===== src/pid_pkg.sv =====
// package: address map, register layout and timing constants of the decoder
package pid_pkg;

    // ---------------------------------------------------------------
    // configuration registers
    // ---------------------------------------------------------------
    localparam logic [7:0] PID_ISA_BUS_OPTIONS_OFS = 8'h40;
    localparam logic [7:0] PID_ROM_WINDOW_ENABLES_OFS = 8'h43;
    localparam logic [7:0] PID_BMIDE_BASE_OFS = 8'h20;
    localparam logic [7:0] PID_DDMA_BASE_OFS = 8'h48;
    localparam logic [7:0] PID_REG_RESET = 8'h00;
    localparam int PID_OPT_FLASH_WE_BIT = 0;
    localparam int PID_OPT_ROM_WAIT_BIT = 1;
    localparam int PID_ROMEN_FFFE_BIT = 7;
    localparam int PID_ROMEN_FFF8_BIT = 6;

    // ---------------------------------------------------------------
    // i/o map
    // ---------------------------------------------------------------
    localparam logic [15:0] PID_IDE1_BASE = 16'h01F0;
    localparam logic [15:0] PID_IDE2_BASE = 16'h0170;
    localparam logic [15:0] PID_IDE1_CTL = 16'h03F6;
    localparam logic [15:0] PID_IDE2_CTL = 16'h0376;
    localparam logic [15:0] PID_DMA1_LO = 16'h0000;
    localparam logic [15:0] PID_DMA1_HI = 16'h000F;
    localparam logic [15:0] PID_PAGE_LO = 16'h0080;
    localparam logic [15:0] PID_PAGE_HI = 16'h008F;
    localparam logic [15:0] PID_DMA2_LO = 16'h00C0;
    localparam logic [15:0] PID_DMA2_HI = 16'h00DF;
    localparam logic [15:0] PID_KBD_DATA = 16'h0060;
    localparam logic [15:0] PID_KBD_STAT = 16'h0064;
    localparam int PID_IDE_BLK_BITS = 3;
    localparam int PID_BMIDE_BITS = 4;
    localparam int PID_DDMA_BITS = 4;

    // ---------------------------------------------------------------
    // memory map
    // ---------------------------------------------------------------
    localparam logic [31:0] PID_ISA_LIMIT = 32'h0100_0000;
    localparam logic [23:0] PID_TOPROM_LO = 24'hF8_0000;
    localparam logic [31:0] PID_ROM_FFFE_LO = 32'hFFFE_0000;
    localparam logic [31:0] PID_ROM_FFFE_HI = 32'hFFFE_FFFF;
    localparam logic [31:0] PID_ROM_FFF8_LO = 32'hFFF8_0000;
    localparam logic [31:0] PID_ROM_FFF8_HI = 32'hFFFD_FFFF;
    localparam logic [31:0] PID_ROM_C_BASE = 32'h000C_0000;
    localparam logic [31:0] PID_BIOS_LO = 32'h000F_0000;
    localparam logic [31:0] PID_BIOS_HI = 32'h000F_FFFF;
    localparam int PID_ROM_BLK_BITS = 15;
    localparam int PID_ROM_BLKS = 6;

    // ---------------------------------------------------------------
    // timing
    // ---------------------------------------------------------------
    localparam int PID_CLK_NS = 50;
    localparam int PID_ISA_CMD_NS = 300;
    localparam int PID_ROM_EXTRA_NS = 200;
    localparam logic [3:0] PID_ISA_CMD_CYC =
        4'((PID_ISA_CMD_NS + PID_CLK_NS - 1) / PID_CLK_NS);
    localparam logic [3:0] PID_ROM_EXTRA_CYC =
        4'((PID_ROM_EXTRA_NS + PID_CLK_NS - 1) / PID_CLK_NS);
    localparam logic [2:0] PID_DEVSEL_SLOW = 3'h3;
    localparam logic [2:0] PID_DEVSEL_SUB = 3'h4;

    typedef enum logic [2:0] {
        PID_IDLE = 3'b000,
        PID_WAIT = 3'b001,
        PID_ISA = 3'b010,
        PID_DONE = 3'b011,
        PID_DROP = 3'b100
    } pid_state_t;

    typedef enum logic [2:0] {
        PID_DST_NONE = 3'b000,
        PID_DST_IDE = 3'b001,
        PID_DST_BMIDE = 3'b010,
        PID_DST_ISA = 3'b011,
        PID_DST_ROM = 3'b100
    } pid_dest_t;

endpackage : pid_pkg


===== src/pid_dec_if.sv =====
// interface: address decode results passed to the top module
interface pid_dec_if;
    import pid_pkg::*;
    logic ide_hit;
    logic bmide_hit;
    logic onchip_hit;
    logic kbd_hit;
    logic rom_hit;
    logic below_16m;
    logic bios_hit;
    modport dec (output ide_hit, bmide_hit, onchip_hit, kbd_hit, rom_hit,
        below_16m, bios_hit);
    modport use_ (input ide_hit, bmide_hit, onchip_hit, kbd_hit, rom_hit,
        below_16m, bios_hit);
endinterface : pid_dec_if


===== src/pid_addr_dec.sv =====
// address decoder: combinational classification of a pci address
module pid_addr_dec
    import pid_pkg::*;
(
    // request
    input wire logic [31:0] addr_i,
    input wire logic is_io_i,
    // configuration
    input wire logic [7:0] rom_en_i,
    input wire logic [15:0] bmide_base_i,
    input wire logic [15:0] ddma_base_i,
    // results
    pid_dec_if.dec dec
);

    // ---------------------------------------------------------------
    // i/o decode
    // ---------------------------------------------------------------
    wire logic [15:0] io = addr_i[15:0];
    wire logic ide1 = (io[15:PID_IDE_BLK_BITS] ==
        PID_IDE1_BASE[15:PID_IDE_BLK_BITS]) || (io == PID_IDE1_CTL);
    wire logic ide2 = (io[15:PID_IDE_BLK_BITS] ==
        PID_IDE2_BASE[15:PID_IDE_BLK_BITS]) || (io == PID_IDE2_CTL);
    // 16 bytes, low 8 channel one, high 8 channel two
    wire logic bmide = io[15:PID_BMIDE_BITS] ==
        bmide_base_i[15:PID_BMIDE_BITS];
    wire logic dma_fixed = (io >= PID_DMA1_LO && io <= PID_DMA1_HI) ||
        (io >= PID_PAGE_LO && io <= PID_PAGE_HI) ||
        (io >= PID_DMA2_LO && io <= PID_DMA2_HI);
    wire logic ddma = io[15:PID_DDMA_BITS] == ddma_base_i[15:PID_DDMA_BITS];

    assign dec.ide_hit = is_io_i && (ide1 || ide2);
    assign dec.bmide_hit = is_io_i && bmide;
    assign dec.onchip_hit = is_io_i && (dma_fixed || ddma);
    assign dec.kbd_hit = is_io_i &&
        (io == PID_KBD_DATA || io == PID_KBD_STAT);

    // ---------------------------------------------------------------
    // memory decode
    // ---------------------------------------------------------------
    wire logic top512 = addr_i[23:0] >= PID_TOPROM_LO;
    wire logic fffe = addr_i >= PID_ROM_FFFE_LO &&
        addr_i <= PID_ROM_FFFE_HI && rom_en_i[PID_ROMEN_FFFE_BIT];
    wire logic fff8 = addr_i >= PID_ROM_FFF8_LO &&
        addr_i <= PID_ROM_FFF8_HI && rom_en_i[PID_ROMEN_FFF8_BIT];
    wire logic [31:0] cofs = addr_i - PID_ROM_C_BASE;
    wire logic [16:0] blk = cofs[31:PID_ROM_BLK_BITS];
    // one 32k block per enable bit, ascending from c0000
    wire logic cblk = addr_i >= PID_ROM_C_BASE &&
        blk < 17'(PID_ROM_BLKS) && rom_en_i[blk[2:0]];

    assign dec.rom_hit = !is_io_i && (top512 || fffe || fff8 || cblk);
    assign dec.below_16m = addr_i < PID_ISA_LIMIT;
    assign dec.bios_hit = addr_i >= PID_BIOS_LO &&
        addr_i <= PID_BIOS_HI;

endmodule : pid_addr_dec


===== src/pid_steer.sv =====
// data steering: places pci bytes onto sd lanes and assembles reads
module pid_steer
    import pid_pkg::*;
(
    input wire logic clock_i,
    input wire logic resetn_i,
    // control
    input wire logic [1:0] lane_i,
    input wire logic wide_i,
    input wire logic latch_i,
    input wire logic clear_i,
    // data
    input wire logic [31:0] ad_i,
    input wire logic [15:0] sd_i,
    output logic [15:0] sd_o,
    output logic [31:0] rd_o
);

    // ---------------------------------------------------------------
    // write side: byte lane chosen by low address
    // ---------------------------------------------------------------
    wire logic [15:0] pair = lane_i[1] ? ad_i[31:16] : ad_i[15:0];
    assign sd_o = (wide_i || !lane_i[0]) ? pair : {pair[15:8], pair[15:8]};

    // ---------------------------------------------------------------
    // read side: latch each piece into its lane, 8 or 16 bits at a time
    // ---------------------------------------------------------------
    logic [31:0] acc_r;
    wire logic [4:0] sh = {lane_i, 3'b000};
    wire logic [31:0] mask = (wide_i ? 32'h0000_FFFF : 32'h0000_00FF) << sh;
    wire logic [31:0] val = {16'h0000, sd_i} << sh;
    wire logic [31:0] acc_nxt = clear_i ? 32'h0000_0000 :
        (acc_r & ~mask) | (val & mask);

    always_ff @(posedge clock_i or negedge resetn_i) begin
        if (!resetn_i) begin
            acc_r <= 32'h0000_0000;
        end else if (latch_i || clear_i) begin
            acc_r <= acc_nxt;
        end
    end

    // includes the piece on sd now, so the last piece is not lost
    assign rd_o = acc_nxt;

endmodule : pid_steer


===== src/pid_decoder.sv =====
// top: pci-to-isa address decode, claim and steering
// Behaviour
// - bus master ide window 16 bytes relocatable
// - claim ide ports of both channels
// - dma ranges fixed, distributed dma relocatable
// - unclaimed i/o to isa, kbd select 60/64
// - i/o writes ad to sd, reads sd to ad
// - drive sd on writes and on-chip reads only
// - isa masters reach on-chip registers normally
// - devsel seen in windows means stay off
// - dma/master memory unclaimed goes isa, iochrdy
// - below 16m unclaimed: assert devsel, isa cycle
// - 8-32 bit accesses to 8/16-bit isa memory
// - above 16m alias to 24-bit isa address
// - top 512k of each 16m is rom
// - rom cycles assert chip select, set xbus_direction
// - rom wait option adds isa wait states
// - assemble multi-byte rom reads; serve isa masters
// - rom enable bits 7 and 6 high windows
// - enable bits 0-5 add 32k blocks
// - rom access dropped when another devsel
// - rom writes only with flash write enable
// - f0000-fffff only isa or rom
module pid_decoder
    import pid_pkg::*;
(
    // clock and reset
    input wire logic clock_i,
    input wire logic resetn_i,
    // configuration port
    input wire logic cfg_we_i,
    input wire logic [7:0] cfg_addr_i,
    input wire logic [15:0] cfg_wdata_i,
    output logic [15:0] cfg_rdata_o,
    // pci target request
    input wire logic req_i,
    input wire logic req_io_i,
    input wire logic req_write_i,
    input wire logic [31:0] req_addr_i,
    input wire logic [3:0] req_be_i,
    input wire logic [31:0] ad_i,
    input wire logic devsel_other_i,
    input wire logic isa_master_i,
    // pci answers
    output logic devsel_o,
    output logic done_o,
    output logic [31:0] ad_o,
    output logic [2:0] dest_o,
    output logic iochrdy_o,
    // isa side
    output logic [23:0] sa_o,
    input wire logic [15:0] sd_i,
    output logic [15:0] sd_o,
    output logic sd_oe_o,
    output logic iow_o,
    output logic ior_o,
    output logic memw_o,
    output logic memr_o,
    input wire logic isa16_i,
    // x-bus
    output logic rom_chip_select_o,
    output logic rom_or_keyboard_select_o,
    output logic xbus_direction_o
);

    // ---------------------------------------------------------------
    // configuration registers
    // ---------------------------------------------------------------
    logic [7:0] isa_bus_options_r;
    logic [7:0] rom_window_enables_r;
    logic [15:0] bmide_base_r;
    logic [15:0] ddma_base_r;

    always_ff @(posedge clock_i or negedge resetn_i) begin
        if (!resetn_i) begin
            isa_bus_options_r <= PID_REG_RESET;
            rom_window_enables_r <= PID_REG_RESET;
            bmide_base_r <= 16'h0000;
            ddma_base_r <= 16'h0000;
        end else if (cfg_we_i) begin
            if (cfg_addr_i == PID_ISA_BUS_OPTIONS_OFS)
                isa_bus_options_r <= cfg_wdata_i[7:0];
            if (cfg_addr_i == PID_ROM_WINDOW_ENABLES_OFS)
                rom_window_enables_r <= cfg_wdata_i[7:0];
            if (cfg_addr_i == PID_BMIDE_BASE_OFS)
                bmide_base_r <= cfg_wdata_i;
            if (cfg_addr_i == PID_DDMA_BASE_OFS)
                ddma_base_r <= cfg_wdata_i;
        end
    end

    wire logic [15:0] cfg_rd =
        (cfg_addr_i == PID_ISA_BUS_OPTIONS_OFS) ? {8'h00, isa_bus_options_r} :
        (cfg_addr_i == PID_ROM_WINDOW_ENABLES_OFS) ?
            {8'h00, rom_window_enables_r} :
        (cfg_addr_i == PID_BMIDE_BASE_OFS) ? bmide_base_r :
        (cfg_addr_i == PID_DDMA_BASE_OFS) ? ddma_base_r :
        {13'h0000, dest_o};

    always_ff @(posedge clock_i or negedge resetn_i) begin
        if (!resetn_i) begin
            cfg_rdata_o <= 16'h0000;
        end else begin
            cfg_rdata_o <= cfg_rd;
        end
    end

    // ---------------------------------------------------------------
    // decode
    // ---------------------------------------------------------------
    pid_dec_if dif ();
    logic [31:0] addr_r;
    logic io_r;
    logic wr_r;
    logic mst_r;

    pid_addr_dec u_dec (
        .addr_i(addr_r),
        .is_io_i(io_r),
        .rom_en_i(rom_window_enables_r),
        .bmide_base_i(bmide_base_r),
        .ddma_base_i(ddma_base_r),
        .dec(dif.dec)
    );

    wire logic positive = dif.ide_hit || dif.bmide_hit;
    wire logic flash_ok = isa_bus_options_r[PID_OPT_FLASH_WE_BIT];
    wire logic rom_wait = isa_bus_options_r[PID_OPT_ROM_WAIT_BIT];
    // bios area never waits on devsel: only isa or rom live there
    wire logic skip_wait = !io_r && dif.bios_hit;
    wire logic [2:0] isa_dest = dif.rom_hit ? PID_DST_ROM : PID_DST_ISA;
    // rom writes are dropped unless flash programming is enabled
    wire logic rom_wr_block = dif.rom_hit && wr_r && !flash_ok;

    // ---------------------------------------------------------------
    // sequencing
    // ---------------------------------------------------------------
    pid_state_t state_r;
    pid_state_t state_nxt;
    logic [2:0] win_r;
    logic [3:0] cnt_r;
    logic [1:0] lane_r;
    logic [1:0] lane_last_r;

    wire logic [3:0] cmd_len = (dif.rom_hit && rom_wait) ?
        4'(PID_ISA_CMD_CYC + PID_ROM_EXTRA_CYC) : PID_ISA_CMD_CYC;
    wire logic wide = isa16_i && !dif.rom_hit && !io_r;
    wire logic cmd_end = state_r == PID_ISA && cnt_r == 4'h1;
    wire logic last_piece = cmd_end && (lane_r == lane_last_r ||
        (wide && (lane_r + 2'd1) == lane_last_r));
    wire logic [1:0] lane_step = wide ? 2'd2 : 2'd1;

    always_comb begin
        state_nxt = state_r;
        case (state_r)
            PID_IDLE: begin
                if (req_i)
                    state_nxt = PID_WAIT;
            end
            PID_WAIT: begin
                if (positive)
                    state_nxt = PID_DONE;
                else if (devsel_other_i && !skip_wait)
                    state_nxt = PID_DROP;
                else if (win_r == PID_DEVSEL_SUB || skip_wait)
                    state_nxt = rom_wr_block ? PID_DONE : PID_ISA;
            end
            PID_ISA: begin
                if (last_piece)
                    state_nxt = PID_DONE;
            end
            PID_DONE: state_nxt = PID_IDLE;
            PID_DROP: state_nxt = PID_IDLE;
            default: state_nxt = PID_IDLE;
        endcase
    end

    // first and last byte lane from the byte enables
    wire logic [1:0] be_first = req_be_i[0] ? 2'd0 : req_be_i[1] ? 2'd1 :
        req_be_i[2] ? 2'd2 : 2'd3;
    wire logic [1:0] be_last = req_be_i[3] ? 2'd3 : req_be_i[2] ? 2'd2 :
        req_be_i[1] ? 2'd1 : 2'd0;

    always_ff @(posedge clock_i or negedge resetn_i) begin
        if (!resetn_i) begin
            state_r <= PID_IDLE;
            addr_r <= 32'h0000_0000;
            io_r <= 1'b0;
            wr_r <= 1'b0;
            mst_r <= 1'b0;
            win_r <= 3'h0;
            cnt_r <= 4'h0;
            lane_r <= 2'd0;
            lane_last_r <= 2'd0;
        end else begin
            state_r <= state_nxt;
            if (state_r == PID_IDLE && req_i) begin
                addr_r <= req_addr_i;
                io_r <= req_io_i;
                wr_r <= req_write_i;
                mst_r <= isa_master_i;
                win_r <= 3'h0;
                lane_r <= be_first;
                lane_last_r <= be_last;
            end
            if (state_r == PID_WAIT) begin
                win_r <= win_r + 3'h1;
                cnt_r <= cmd_len;
            end
            if (state_r == PID_ISA) begin
                cnt_r <= cmd_end ? cmd_len : cnt_r - 4'h1;
                if (cmd_end)
                    lane_r <= lane_r + lane_step;
            end
        end
    end

    // ---------------------------------------------------------------
    // data steering
    // ---------------------------------------------------------------
    logic [15:0] sd_w;
    logic [31:0] rd_w;
    pid_steer u_steer (
        .clock_i(clock_i),
        .resetn_i(resetn_i),
        .lane_i(io_r ? addr_r[1:0] : lane_r),
        .wide_i(wide || io_r),
        .latch_i(cmd_end && !wr_r),
        .clear_i(state_r == PID_IDLE && req_i),
        .ad_i(ad_i),
        .sd_i(sd_i),
        .sd_o(sd_w),
        .rd_o(rd_w)
    );

    // ---------------------------------------------------------------
    // outputs
    // ---------------------------------------------------------------
    wire logic in_isa = state_nxt == PID_ISA;
    // aliased above 16m: upper bits simply dropped
    wire logic [23:0] sa_nxt = {addr_r[23:2], io_r ? addr_r[1:0] :
        lane_r};
    // on-chip reads: this device sources sd itself
    wire logic sd_drive = in_isa && (wr_r || (io_r && dif.onchip_hit));
    wire logic claim = state_r == PID_WAIT && !mst_r &&
        ((positive) || (state_nxt == PID_ISA && (io_r ||
        dif.below_16m || dif.rom_hit)) || (state_nxt == PID_DONE));

    always_ff @(posedge clock_i or negedge resetn_i) begin
        if (!resetn_i) begin
            devsel_o <= 1'b0;
            done_o <= 1'b0;
            ad_o <= 32'h0000_0000;
            dest_o <= PID_DST_NONE;
            iochrdy_o <= 1'b1;
            sa_o <= 24'h00_0000;
            sd_o <= 16'h0000;
            sd_oe_o <= 1'b0;
            iow_o <= 1'b0;
            ior_o <= 1'b0;
            memw_o <= 1'b0;
            memr_o <= 1'b0;
            rom_chip_select_o <= 1'b0;
            rom_or_keyboard_select_o <= 1'b0;
            xbus_direction_o <= 1'b0;
        end else begin
            if (claim)
                devsel_o <= 1'b1;
            else if (state_r == PID_IDLE)
                devsel_o <= 1'b0;
            done_o <= state_r != PID_IDLE && state_nxt == PID_DONE;
            if (state_r == PID_WAIT && state_nxt != PID_WAIT)
                dest_o <= positive ? (dif.ide_hit ? PID_DST_IDE :
                    PID_DST_BMIDE) : state_nxt == PID_DROP ?
                    PID_DST_NONE : isa_dest;
            // master/dma cycles held off until the isa side resolves
            iochrdy_o <= !(mst_r && (state_r == PID_WAIT ||
                state_r == PID_ISA)) || state_nxt == PID_DONE;
            if (cmd_end && !wr_r)
                ad_o <= io_r ? {sd_i, sd_i} : rd_w;
            sa_o <= sa_nxt;
            sd_o <= sd_w;
            sd_oe_o <= sd_drive;
            iow_o <= in_isa && io_r && wr_r;
            ior_o <= in_isa && io_r && !wr_r;
            memw_o <= in_isa && !io_r && wr_r;
            memr_o <= in_isa && !io_r && !wr_r;
            rom_chip_select_o <= in_isa && !io_r && dif.rom_hit;
            rom_or_keyboard_select_o <= in_isa &&
                ((!io_r && dif.rom_hit) || dif.kbd_hit);
            xbus_direction_o <= in_isa && !wr_r;
        end
    end

endmodule : pid_decoder


===== config.mk =====
export PLATFORM = sky130hd
export DESIGN_NAME = pid_decoder
export DESIGN_NICKNAME = d
export VERILOG_FILES = /design/src/pid_pkg.sv /design/src/pid_dec_if.sv /design/src/pid_addr_dec.sv /design/src/pid_steer.sv /design/src/pid_decoder.sv
export SDC_FILE = /design/constraint.sdc
export NUM_CORES = 1
export LEC_CHECK = 0
export ABC_AREA = 1
export ABC_CLOCK_PERIOD_IN_PS = 4750
export BUFFER_PORTS_ARGS = -buffer_cell sky130_fd_sc_hd__buf_2
export CAP_MARGIN = 0
export CORE_UTILIZATION = 55
export CTS_BUF_LIST = sky130_fd_sc_hd__clkbuf_8
export DETAILED_ROUTE_END_ITERATION = 7
export GPL_TIMING_DRIVEN = 0
export HOLD_SLACK_MARGIN = 0.15
export MAX_ROUTING_LAYER = met4
export PLACE_DENSITY = 0.8
export SETUP_SLACK_MARGIN = 0.15
export SYNTH_ARGS = -nofsm -noshare
export SYNTH_HDL_FRONTEND = slang
export SYNTH_SLANG_ARGS = --single-unit

===== constraint.sdc =====
create_clock -name clock_i -period 4.75 [get_ports clock_i]
set_input_delay 1.425 -clock clock_i [delete_from_list [all_inputs] [get_ports clock_i]]
set_output_delay 1.425 -clock clock_i [all_outputs]
set_load 0.01 [all_outputs]

=== After elaboration in Yosys (flattened, before gate mapping) ===
Index checks and enable logic that the tools add are counted.

* Flip-flop bits (word level): 231
* Bits of input ports: 117
* Output and inout bits: 102
* Logic and storage cells: 207

* Add/subtract/negate cells: 5
* Magnitude comparators: 17
* Equal/unequal tests: 22
* Shift-type cells: 2
* Muxes and demuxes: 41
* Bitwise operators: 4
* Reductions and logical operators: 86

{| class="wikitable"
|+ Operators with widths
! cell !! count
|-
| 16-bit two-way mux || 6
|-
| 32-bit bitwise AND || 2
|-
| 32-bit by 20-bit greater-or-equal comparator with 1-bit output (second input constant) || 2
|-
| 32-bit greater-or-equal comparator (second input constant) || 2
|-
| 32-bit less-or-equal comparator (second input constant) || 2
|-
| 32-bit two-way mux || 2
|-
| 1-bit logical AND || 45
|-
| 16-bit by 10-bit equality test with 1-bit output (second input constant) || 2
|-
| 16-bit by 7-bit equality test with 1-bit output (second input constant) || 2
|-
| 16-bit by 8-bit greater-or-equal comparator with 1-bit output (second input constant) || 2
|-
| 16-bit by 8-bit less-or-equal comparator with 1-bit output (second input constant) || 2
|-
| 32-bit by 20-bit less-or-equal comparator with 1-bit output (second input constant) || 1
|-
| 32-bit by 25-bit < comparator with 1-bit output (second input constant) || 1
|-
| 32-bit NOT || 1
|-
| 32-bit bitwise OR || 1
|-
| 16-bit by 5-bit << shifter with 32-bit output || 1
|-
| 32-bit by 5-bit << shifter with 32-bit output || 1
|-
| 32-bit by 20-bit subtractor with 32-bit output (second input constant) || 1
|-
| 3-bit two-way mux || 10
|-
| 13-bit by 6-bit equality test with 1-bit output (second input constant) || 2
|-
| 12-bit equality test || 2
|-
| 8-bit by 7-bit equality test with 1-bit output (second input constant) || 3
|-
| 24-bit greater-or-equal comparator (second input constant) || 1
|-
| 1-bit logical OR || 24
|-
| 26 further kinds || 59
|}

=== Longest topological paths before layout ===
Gate-level depths: netlist of run 1.

* Depth in word-level cells: 21
* Mapped depth: 20
* Depth with buffers taken out: 20

=== Modules after synthesis ===
A second synthesis of run 1 with hierarchy kept.

* Cells, all modules: 1,354
* Area total of the unflattened synthesis: 10,915.5 um^2

{| class="wikitable"
|+ By module, submodules not included
! module !! times used !! cells an instance !! area an instance (um^2) !! sequential area each (um^2)
|-
| pid_decoder || 1 || 815 || 7,751.2 || 4,981.0
|-
| pid_steer || 1 || 390 || 2,402.3 || 800.8
|-
| pid_addr_dec || 1 || 149 || 762.0 || 0.0
|}

=== Worst setup path after synthesis of run 1 ===
No wires, ideal clock.

* Path type: in2reg
* Start: in cfg_addr_i[4]
* End: reg isa_bus_options_r[5]
* Setup time: 131 ps
* Arrival time: 2,642 ps
* Required time: 4,619 ps
* Slack: 1,977 ps
* Stages: 7
* Buffers on the path: 1
* Path through: nor4_1 -> nand2_1 -> inv_1 -> nand2_1 -> clkbuf_1 -> nand2_1 -> o21ai_0

* Cells in the longest elaborated chain, start to end: 2

{| class="wikitable"
|+ RTL lines
! element !! line !! source
|-
| from (decl) || pid_decoder.sv:32 || <nowiki>input wire logic [7:0] cfg_addr_i,</nowiki>
|-
| 8-bit by 7-bit equality test with 1-bit output || pid_decoder.sv:81 || <nowiki>if (cfg_addr_i == PID_ISA_BUS_OPTIONS_OFS)</nowiki>
|-
| 2-bit AND reduction (no source line) || n/a ||
|-
| to (signal assigned) || pid_decoder.sv:82 || <nowiki>isa_bus_options_r <= cfg_wdata_i[7:0];</nowiki>
|-
| to (decl) || pid_decoder.sv:69 || <nowiki>logic [7:0] isa_bus_options_r;</nowiki>
|}

Every way passes these cells.
A chain may end at the register's enable or synchronous reset.

=== Worst setup path in the final report of run 1 ===
* Start: reg cnt_r[1]
* End: reg ad_o[25]

* Cells in the longest elaborated chain, start to end: 3

{| class="wikitable"
|+ RTL lines
! element !! line !! source
|-
| from (decl) || pid_decoder.sv:141 || <nowiki>logic [3:0] cnt_r;</nowiki>
|-
| from (signal assigned) || pid_decoder.sv:208 || <nowiki>cnt_r <= cmd_len;</nowiki>
|-
| from (signal assigned) || pid_decoder.sv:211 || <nowiki>cnt_r <= cmd_end ? cmd_len : cnt_r - 4'h1;</nowiki>
|-
| 4-bit by 1-bit equality test with 1-bit output || pid_decoder.sv:148 || <nowiki>wire logic cmd_end = state_r == PID_ISA && cnt_r == 4'h1;</nowiki>
|-
| 1-bit logical AND || pid_decoder.sv:148 ||
|-
| 1-bit logical AND || pid_decoder.sv:279 || <nowiki>if (cmd_end && !wr_r)</nowiki>
|-
| to (signal assigned) || pid_decoder.sv:280 || <nowiki>ad_o <= io_r ? {sd_i, sd_i} : rd_w;</nowiki>
|-
| to (decl) || pid_decoder.sv:47 || <nowiki>output logic [31:0] ad_o,</nowiki>
|}

Every way passes these cells.

==> results of run 1 <==
[synth_stat cells (3+ instances only)]
| cell | instances |
|---|---|
| nand2_1 | 383 |
| dfrtp_1 | 230 |
| o21ai_0 | 141 |
| inv_1 | 123 |
| nand3_1 | 78 |
| nor2_1 | 62 |
| clkbuf_1 | 39 |
| xor2_1 | 19 |
| o21bai_1 | 14 |
| o211ai_1 | 13 |
| nor4_1 | 12 |
| o221ai_1 | 12 |
| a31oi_1 | 11 |
| nand4_1 | 11 |
| nand3_2 | 10 |
| o21ai_1 | 10 |
| o21bai_2 | 10 |
| nor3_1 | 7 |
| a21oi_1 | 6 |
| ha_1 | 5 |
| nand2_2 | 5 |
| or2_2 | 5 |
| clkinv_1 | 4 |
| nand2_4 | 4 |
| o2111ai_1 | 4 |
| buf_1 | 3 |
| buf_2 | 3 |
| nor2_4 | 3 |
| o22ai_1 | 3 |
| xnor2_1 | 3 |
[flip-flops by register name, summed over array words and instances (netlist names), 16 cells and up]
signal and count:
ad_o 32, addr_r 32, bmide_base_r 16, cfg_rdata_o 16, ddma_base_r 16, sa_o 24, sd_o 16, u_steer.acc_r 32
[worst max-delay path, cell delays in order, from the launching register on]
cell	delay, ns
dfrtp_1	0.37
inv_1	0.09
ha_1	0.15
nand3_1	0.13
nor2_1	0.26
inv_1	0.15
nor2_2	0.26
clkinv_1	0.22
nor2_1	0.33
inv_1	0.20
clkbuf_1	0.30
o21ai_0	0.31
o21bai_2	0.17
[worst min-delay path by stage]
stage              end  slack (ns)      start  cells after the start
2_1_floorplan  sa_o[5]        0.35  addr_r[5]                      0
3_3_place_gp   sa_o[2]        0.36  addr_r[2]                      0
6_report       sa_o[5]        0.37  addr_r[5]                      0
5_1_grt        sa_o[2]        0.39  addr_r[2]                      0
4_1_cts        sa_o[5]        0.37  addr_r[5]                      0
3_5_place_dp   sa_o[5]        0.36  addr_r[5]                      0
[per-stage QoR]
stage | cells | utilization | hold WS (ns)
after floorplan | 1251 | - | 0.352
after global placement | 1729 | 0.640 | 0.358
after detailed placement | 1730 | 0.642 | 0.364
after CTS | 1793 | 0.681 | 0.372
after global routing | 1794 | 0.681 | 0.389
final | 1794 | 0.681 | 0.371
[power groups by stage]
stage / registers, µW / clock network, µW / logic, µW
2_1_floorplan: 2730 / 0 / 1520
3_3_place_gp: 2710 / 0 / 2390
3_5_place_dp: 2720 / 0 / 2430
4_1_cts: 2690 / 1730 / 2450
5_1_grt: 2740 / 1820 / 2760
6_report: 2690 / 1700 / 2470
[metal layers]
layer,up-vias,share of wire,routed length [µm],track usage
li1,4603,-,-,-
met1,4647,0.42,12800,0.431
met4,0,0.035,1080,0.129
met5,-,0,0,-
met2,490,0.47,14400,0.523
met3,92,0.082,2540,0.0530
[kinds of logic (layout without fill, tap and decap cells)]
| group | after synthesis | count (layout) | synth area share |
|---|---|---|---|
| XOR/XNOR | 22 | 22 | 0.0181 |
| adder cells (fa/ha/maj) | 5 | 5 | 0.00588 |
| flip-flops | 231 | 231 | 0.544 |
| AND/OR/NAND/NOR | 584 | 584 | 0.236 |
| AO/OA/AOI/OAI | 232 | 232 | 0.132 |
| buffers and inverters | 177 | 459 | 0.0646 |
| other | 0 | 1 | 0 |
[area by class of cell]
cell class | instances | area share
sequential | 231 | 0.451
multi-input combinational | 843 | 0.325
timing repair buffer | 219 | 0.0880
clock buffer | 47 | 0.0504
inverter | 129 | 0.0377
tap | 260 | 0.0254
buffer | 48 | 0.0158
clock inverter | 16 | 0.00722
antenna | 1 | 0.000195
==> impl_metrics.tcl, run 1 <==
set metrics [dict create \
    switching_share 0.407 \
    area_delta_synth_final_pct 20.6 \
    grt_pass1_vias 9398 \
    post-route-min-period_ns 3.01 \
    path_class "reg -> reg" \
    fin_crit_sh 0.634 \
    hold_class "reg -> reg" \
    regArea_um2 5780 \
    synthArstFlopShare 1.00 \
    grt_usage 0.331 \
    dp_hpwl_mm 22.8 \
    antenna_found_initial 1 \
    rows 50 \
    yosys-top-cells-area "dfrtp_1 (54%), nand2_1 (14%), o21ai_0 (6.6%), inv_1 (4.3%), nand3_1 (3.7%)" \
    max-slew-margin-rel 0.459 \
    nets 1632 \
    setup_ws_ns 1.74 \
    dr.pass1.iters 6 \
    multiInputGateArea_um2 4170 \
    clk_latency_ns 0.54 \
    routed_via_density 5.48 \
    rrSetupSlack_ns 1.74 \
    ys_ff_latch 231 \
    start_util 0.565 \
    grt_max_degree 127 \
    finalHoldViolations 0 \
    synth_largest_area_cell "dfrtp_1" \
    wl_per_cell_um 17.2 \
    die_w_um 141 \
    final_cell_mix "nand2_1 (383), dfrtp_1 (230), buf_2 (220)" \
    tns_ns 0 \
    cts_buffers 38 \
    num_vias 9832 \
    reg2reg_depth 12 \
    ir_worst_vdd_mv 0.281 \
    maxClockFrequency_ghz 0.332 \
    rsz0062_at_grt "no" \
    cp.required_ns 5.21 \
    power.leakage_uw 0.00666 \
    final_area_um2 12800 \
    drc 0 \
    synth-edff-count 0 \
    syn-num-nets 1373 \
    yosysTopAreaCellShare 0.541 \
    die_area_um2 19900 \
    cts_resized 0 \
    postCtsSetupRepairBufs 0 \
    hold_buffers 0 \
    rr_endpoint "ad_o[25]" \
    pwr-share-comb 0.360 \
    cp_max_fo 10 \
    ys_seq_area_frac 0.544 \
    crit_start "cnt_r[1]" \
    yosys_warnings 0 \
    port_buffers 218 \
    fillers 1524 \
    r2r_start "cnt_r[1]" \
    grt_pass1_wl_mm 49.0 \
    cp-endpoint "ad_o[25]" \
    p_sw_uw 2800 \
    dp_slack_ns 1.45 \
    postPlaceCellArea_um2 12100 \
    core_um2 18800 \
    finClkSkew_ns 0.0227 \
    drive_gt1_frac 0.209 \
    synth_ff_type "dfrtp_1" \
    drtIter0Drc 804 \
    seqPwrFrac 0.392 \
    cp-start-kind "register" \
    cts_max_level 2 \
    routed_wl_mm 30.8 \
    end_kind "register" \
    die_h_um 141 \
    p_per_area_nw_per_um2 535 \
    io_pins 219 \
    crit_arrival_ns 3.47 \
    clock_path_buffers 3 \
    p_int_uw 4070 \
    synth_area_um2 10600 \
    postSynthAreaPerCell_um2 8.50 \
    ant_nets 0 \
    p_total_uw 6870 \
    drv_slew 0 \
    synth_cells 1251 \
    synth.distinct_cells 44 \
    status "complete, no violations" \
    cts-root-buf "clkbuf_8" \
    grt_overflow 0 \
    path_clk_slew_ns 0.06 \
    p_clk_frac 0.248 \
    cts_tree "built" \
    cts_num_sinks 231 \
    final_common_cell "nand2_1" \
    setup_violations 0 \
    drv_cap 0 \
    gp_congestion 0.980 \
    worst_slew_pin_slew_ns 0.812 \
]
Power figures use the tool's default switching activity.
==> run 2, diff against run 1 <==
ABC_AREA = 0   (was 1)
ABC_CLOCK_PERIOD_IN_PS = 2550   (was 4750)
CORE_UTILIZATION = 51   (was 55)
PLACE_DENSITY = 0.78   (was 0.8)
clock period = 2.55 ns   (was 4.75 ns; I/O delays follow)
==> impl_metrics.tcl, run 2 <==
set metrics [dict create \
    status "finished, violations left" \
    violations "setup timing" \
    io_pins 219 \
    syn-num-nets 1042 \
    cts-root-buf "clkbuf_8" \
    finalHoldViolations 0 \
    cts_num_sinks 231 \
    dp_slack_ns -0.460 \
    core_um2 19700 \
    path_clk_slew_ns 0.06 \
    met3_usage 0.0579 \
    maxClockFrequency_ghz 0.344 \
    cp_max_fo 5 \
    synth_ff_type "dfrtp_1" \
    synth_area_um2 10300 \
    ant_nets 0 \
    grt_pass1_wl_mm 43.7 \
    post-route-min-period_ns 2.91 \
    die_w_um 144 \
    die_area_um2 20800 \
    rows 51 \
    whs_ns 0.174 \
    r2r_start "addr_r[15]" \
    crit_arrival_ns 3.31 \
    wl_per_cell_um 19.2 \
    fin_crit_sh 1.14 \
    setup_violations 70 \
    cts_buffers 39 \
    cts_max_level 2 \
    worst_slew_pin_slew_ns 0.981 \
    ys_seq_area_frac 0.560 \
    gp_congestion 0.884 \
    max-slew-margin-rel 0.342 \
    p_total_uw 11500 \
    largest_registers "ad_o: 32 flops, addr_r: 32 flops, u_steer.acc_r: 32 flops" \
    ys_top_cells_by_count "dfrtp_1 (230), nand2_1 (134), mux2_2 (86)" \
    clock_path_buffers 3 \
    dp_hpwl_mm 19.7 \
    grt_max_degree 88 \
    area_delta_synth_final_pct 29.7 \
    drv_slew 0 \
    rrSetupSlack_ns -0.36 \
    final_area_um2 13400 \
    cp.required_ns 2.96 \
    dr.pass1.iters 6 \
    rsz0062_at_grt "yes" \
    cp-start-kind "register" \
    start_util 0.525 \
    rr_endpoint "lane_r[1]" \
    busiest_layer "met2" \
    finClkSkew_ns 0.0310 \
    port_buffers 218 \
    nets 1334 \
    yosysTopAreaCellShare 0.558 \
    p_per_area_nw_per_um2 862 \
    grt_overflow 0 \
    drtIter0Drc 568 \
    drc 0 \
    hold_class "in -> async" \
    setup_ws_ns -0.357 \
    cts_tree "built" \
    path_class "reg -> reg" \
    hold_buffers 0 \
    final_cell_mix "dfrtp_1 (230), buf_2 (221), nand2_1 (132)" \
    final_common_cell "dfrtp_1" \
    antenna_found_initial 5 \
    ys_ff_latch 231 \
    synth_largest_area_cell "dfrtp_1" \
    routed_via_density 5.65 \
    clk_latency_ns 0.54 \
    yosys_warnings 0 \
    use_met1 0.351 \
    synth_cells 920 \
    num_vias 8515 \
    end_kind "register" \
    ir_worst_vdd_mv 0.499 \
    grt_util_met2 0.461 \
    grt_pass1_vias 8412 \
    drv_cap 0 \
    synth.distinct_cells 61 \
    yosys-top-cells-area "dfrtp_1 (56%), mux2_2 (9.4%), mux2i_1 (5.3%), nand2_1 (4.9%), nand3_1 (2.0%)" \
    synthArstFlopShare 1.00 \
    die_h_um 144 \
    reg2reg_depth 10 \
    power.leakage_uw 0.00670 \
    postSynthAreaPerCell_um2 11.2 \
    drive_gt1_frac 0.396 \
    synth-edff-count 0 \
    routed_wl_mm 29.0 \
    grt_usage 0.285 \
    yosysMostFrequentCell "dfrtp_1" \
    postPlaceCellArea_um2 11900 \
]
## run 2: final cells by class
| class | count | area, µm² |
|---|---|---|
| fill | 1452 | 6260 |
| clock inverter | 17 | 73.8 |
| inverter | 13 | 48.8 |
| clock buffer | 48 | 661 |
| tap | 265 | 332 |
| timing repair buffer | 251 | 1480 |
| multi-input combinational | 630 | 4740 |
| buffer | 46 | 255 |
| antenna | 6 | 15.0 |
| sequential | 231 | 5780 |
## run 2: worst max-delay path by stage
stage / startpoint / to / slack [ns] / depth (start not counted)
after global routing: addr_r[15] / lane_r[1] / -0.42 / 10
after floorplan: addr_r[15] / lane_r[1] / -0.19 / 10
after CTS: addr_r[15] / lane_r[1] / -0.33 / 10
final: addr_r[15] / lane_r[1] / -0.36 / 10
after detailed placement: cfg_addr_i[4] / ddma_base_r[13] / -0.46 / 7
after global placement: resetn_i / ad_o[30] / -3.21 / 1
## run 2: routing by layer
metal | vias to the layer above | share of wire | routed length, µm
li1 | 3859 | - | -
met1 | 4191 | 0.40 | 11700
met2 | 388 | 0.49 | 14300
met3 | 77 | 0.070 | 2040
met4 | 0 | 0.033 | 962
met5 | - | 0 | 0
## run 2: cells by family (layout without fill, tap and decap cells)
kind of cell,count (synthesis),count (layout),share of synthesized area
compound gates,143,143,0.0938
simple gates,312,312,0.143
xor+xnor,28,28,0.0238
flops,231,231,0.560
mux,142,142,0.149
buf+inv,59,375,0.0236
fa+ha+maj,5,5,0.00606
other cells,0,6,0
## run 2: report_power, final
| group | internal (µW) | switching, µW |
|---|---|---|
| Sequential | 4280 | 435 |
| Combinational | 1560 | 2160 |
| Clock | 1690 | 1420 |
## run 2: worst max-delay path, cell delays in order, from the launching register on
cell	delay, ns
dfrtp_1	0.36
clkbuf_8	0.15
mux4_2	0.53
nor2b_4	0.15
o21ba_4	0.21
buf_8	0.13
or3_4	0.34
ha_4	0.18
or4_4	0.49
a211oi_2	0.19
nor3b_1	0.07
## run 2: metrics by stage
| stage | cells | utilization | TNS, ns |
|---|---|---|---|
| final | 1507 | 0.681 | -12.71 |
| after global routing | 1506 | 0.681 | -17.96 |
| after floorplan | 920 | - | -0.563 |
| after detailed placement | 1405 | 0.606 | -27.52 |
| after CTS | 1489 | 0.662 | -6.96 |
| after global placement | 1403 | 0.602 | -756.77 |
## run 2: what timing repair did
action                                  4_1_cts  5_1_grt
cloned                                        3        1
buffers inserted                             16       11
pin swaps                                    28       28
endpoints found under the setup margin       96      112
resized for setup                            50       64
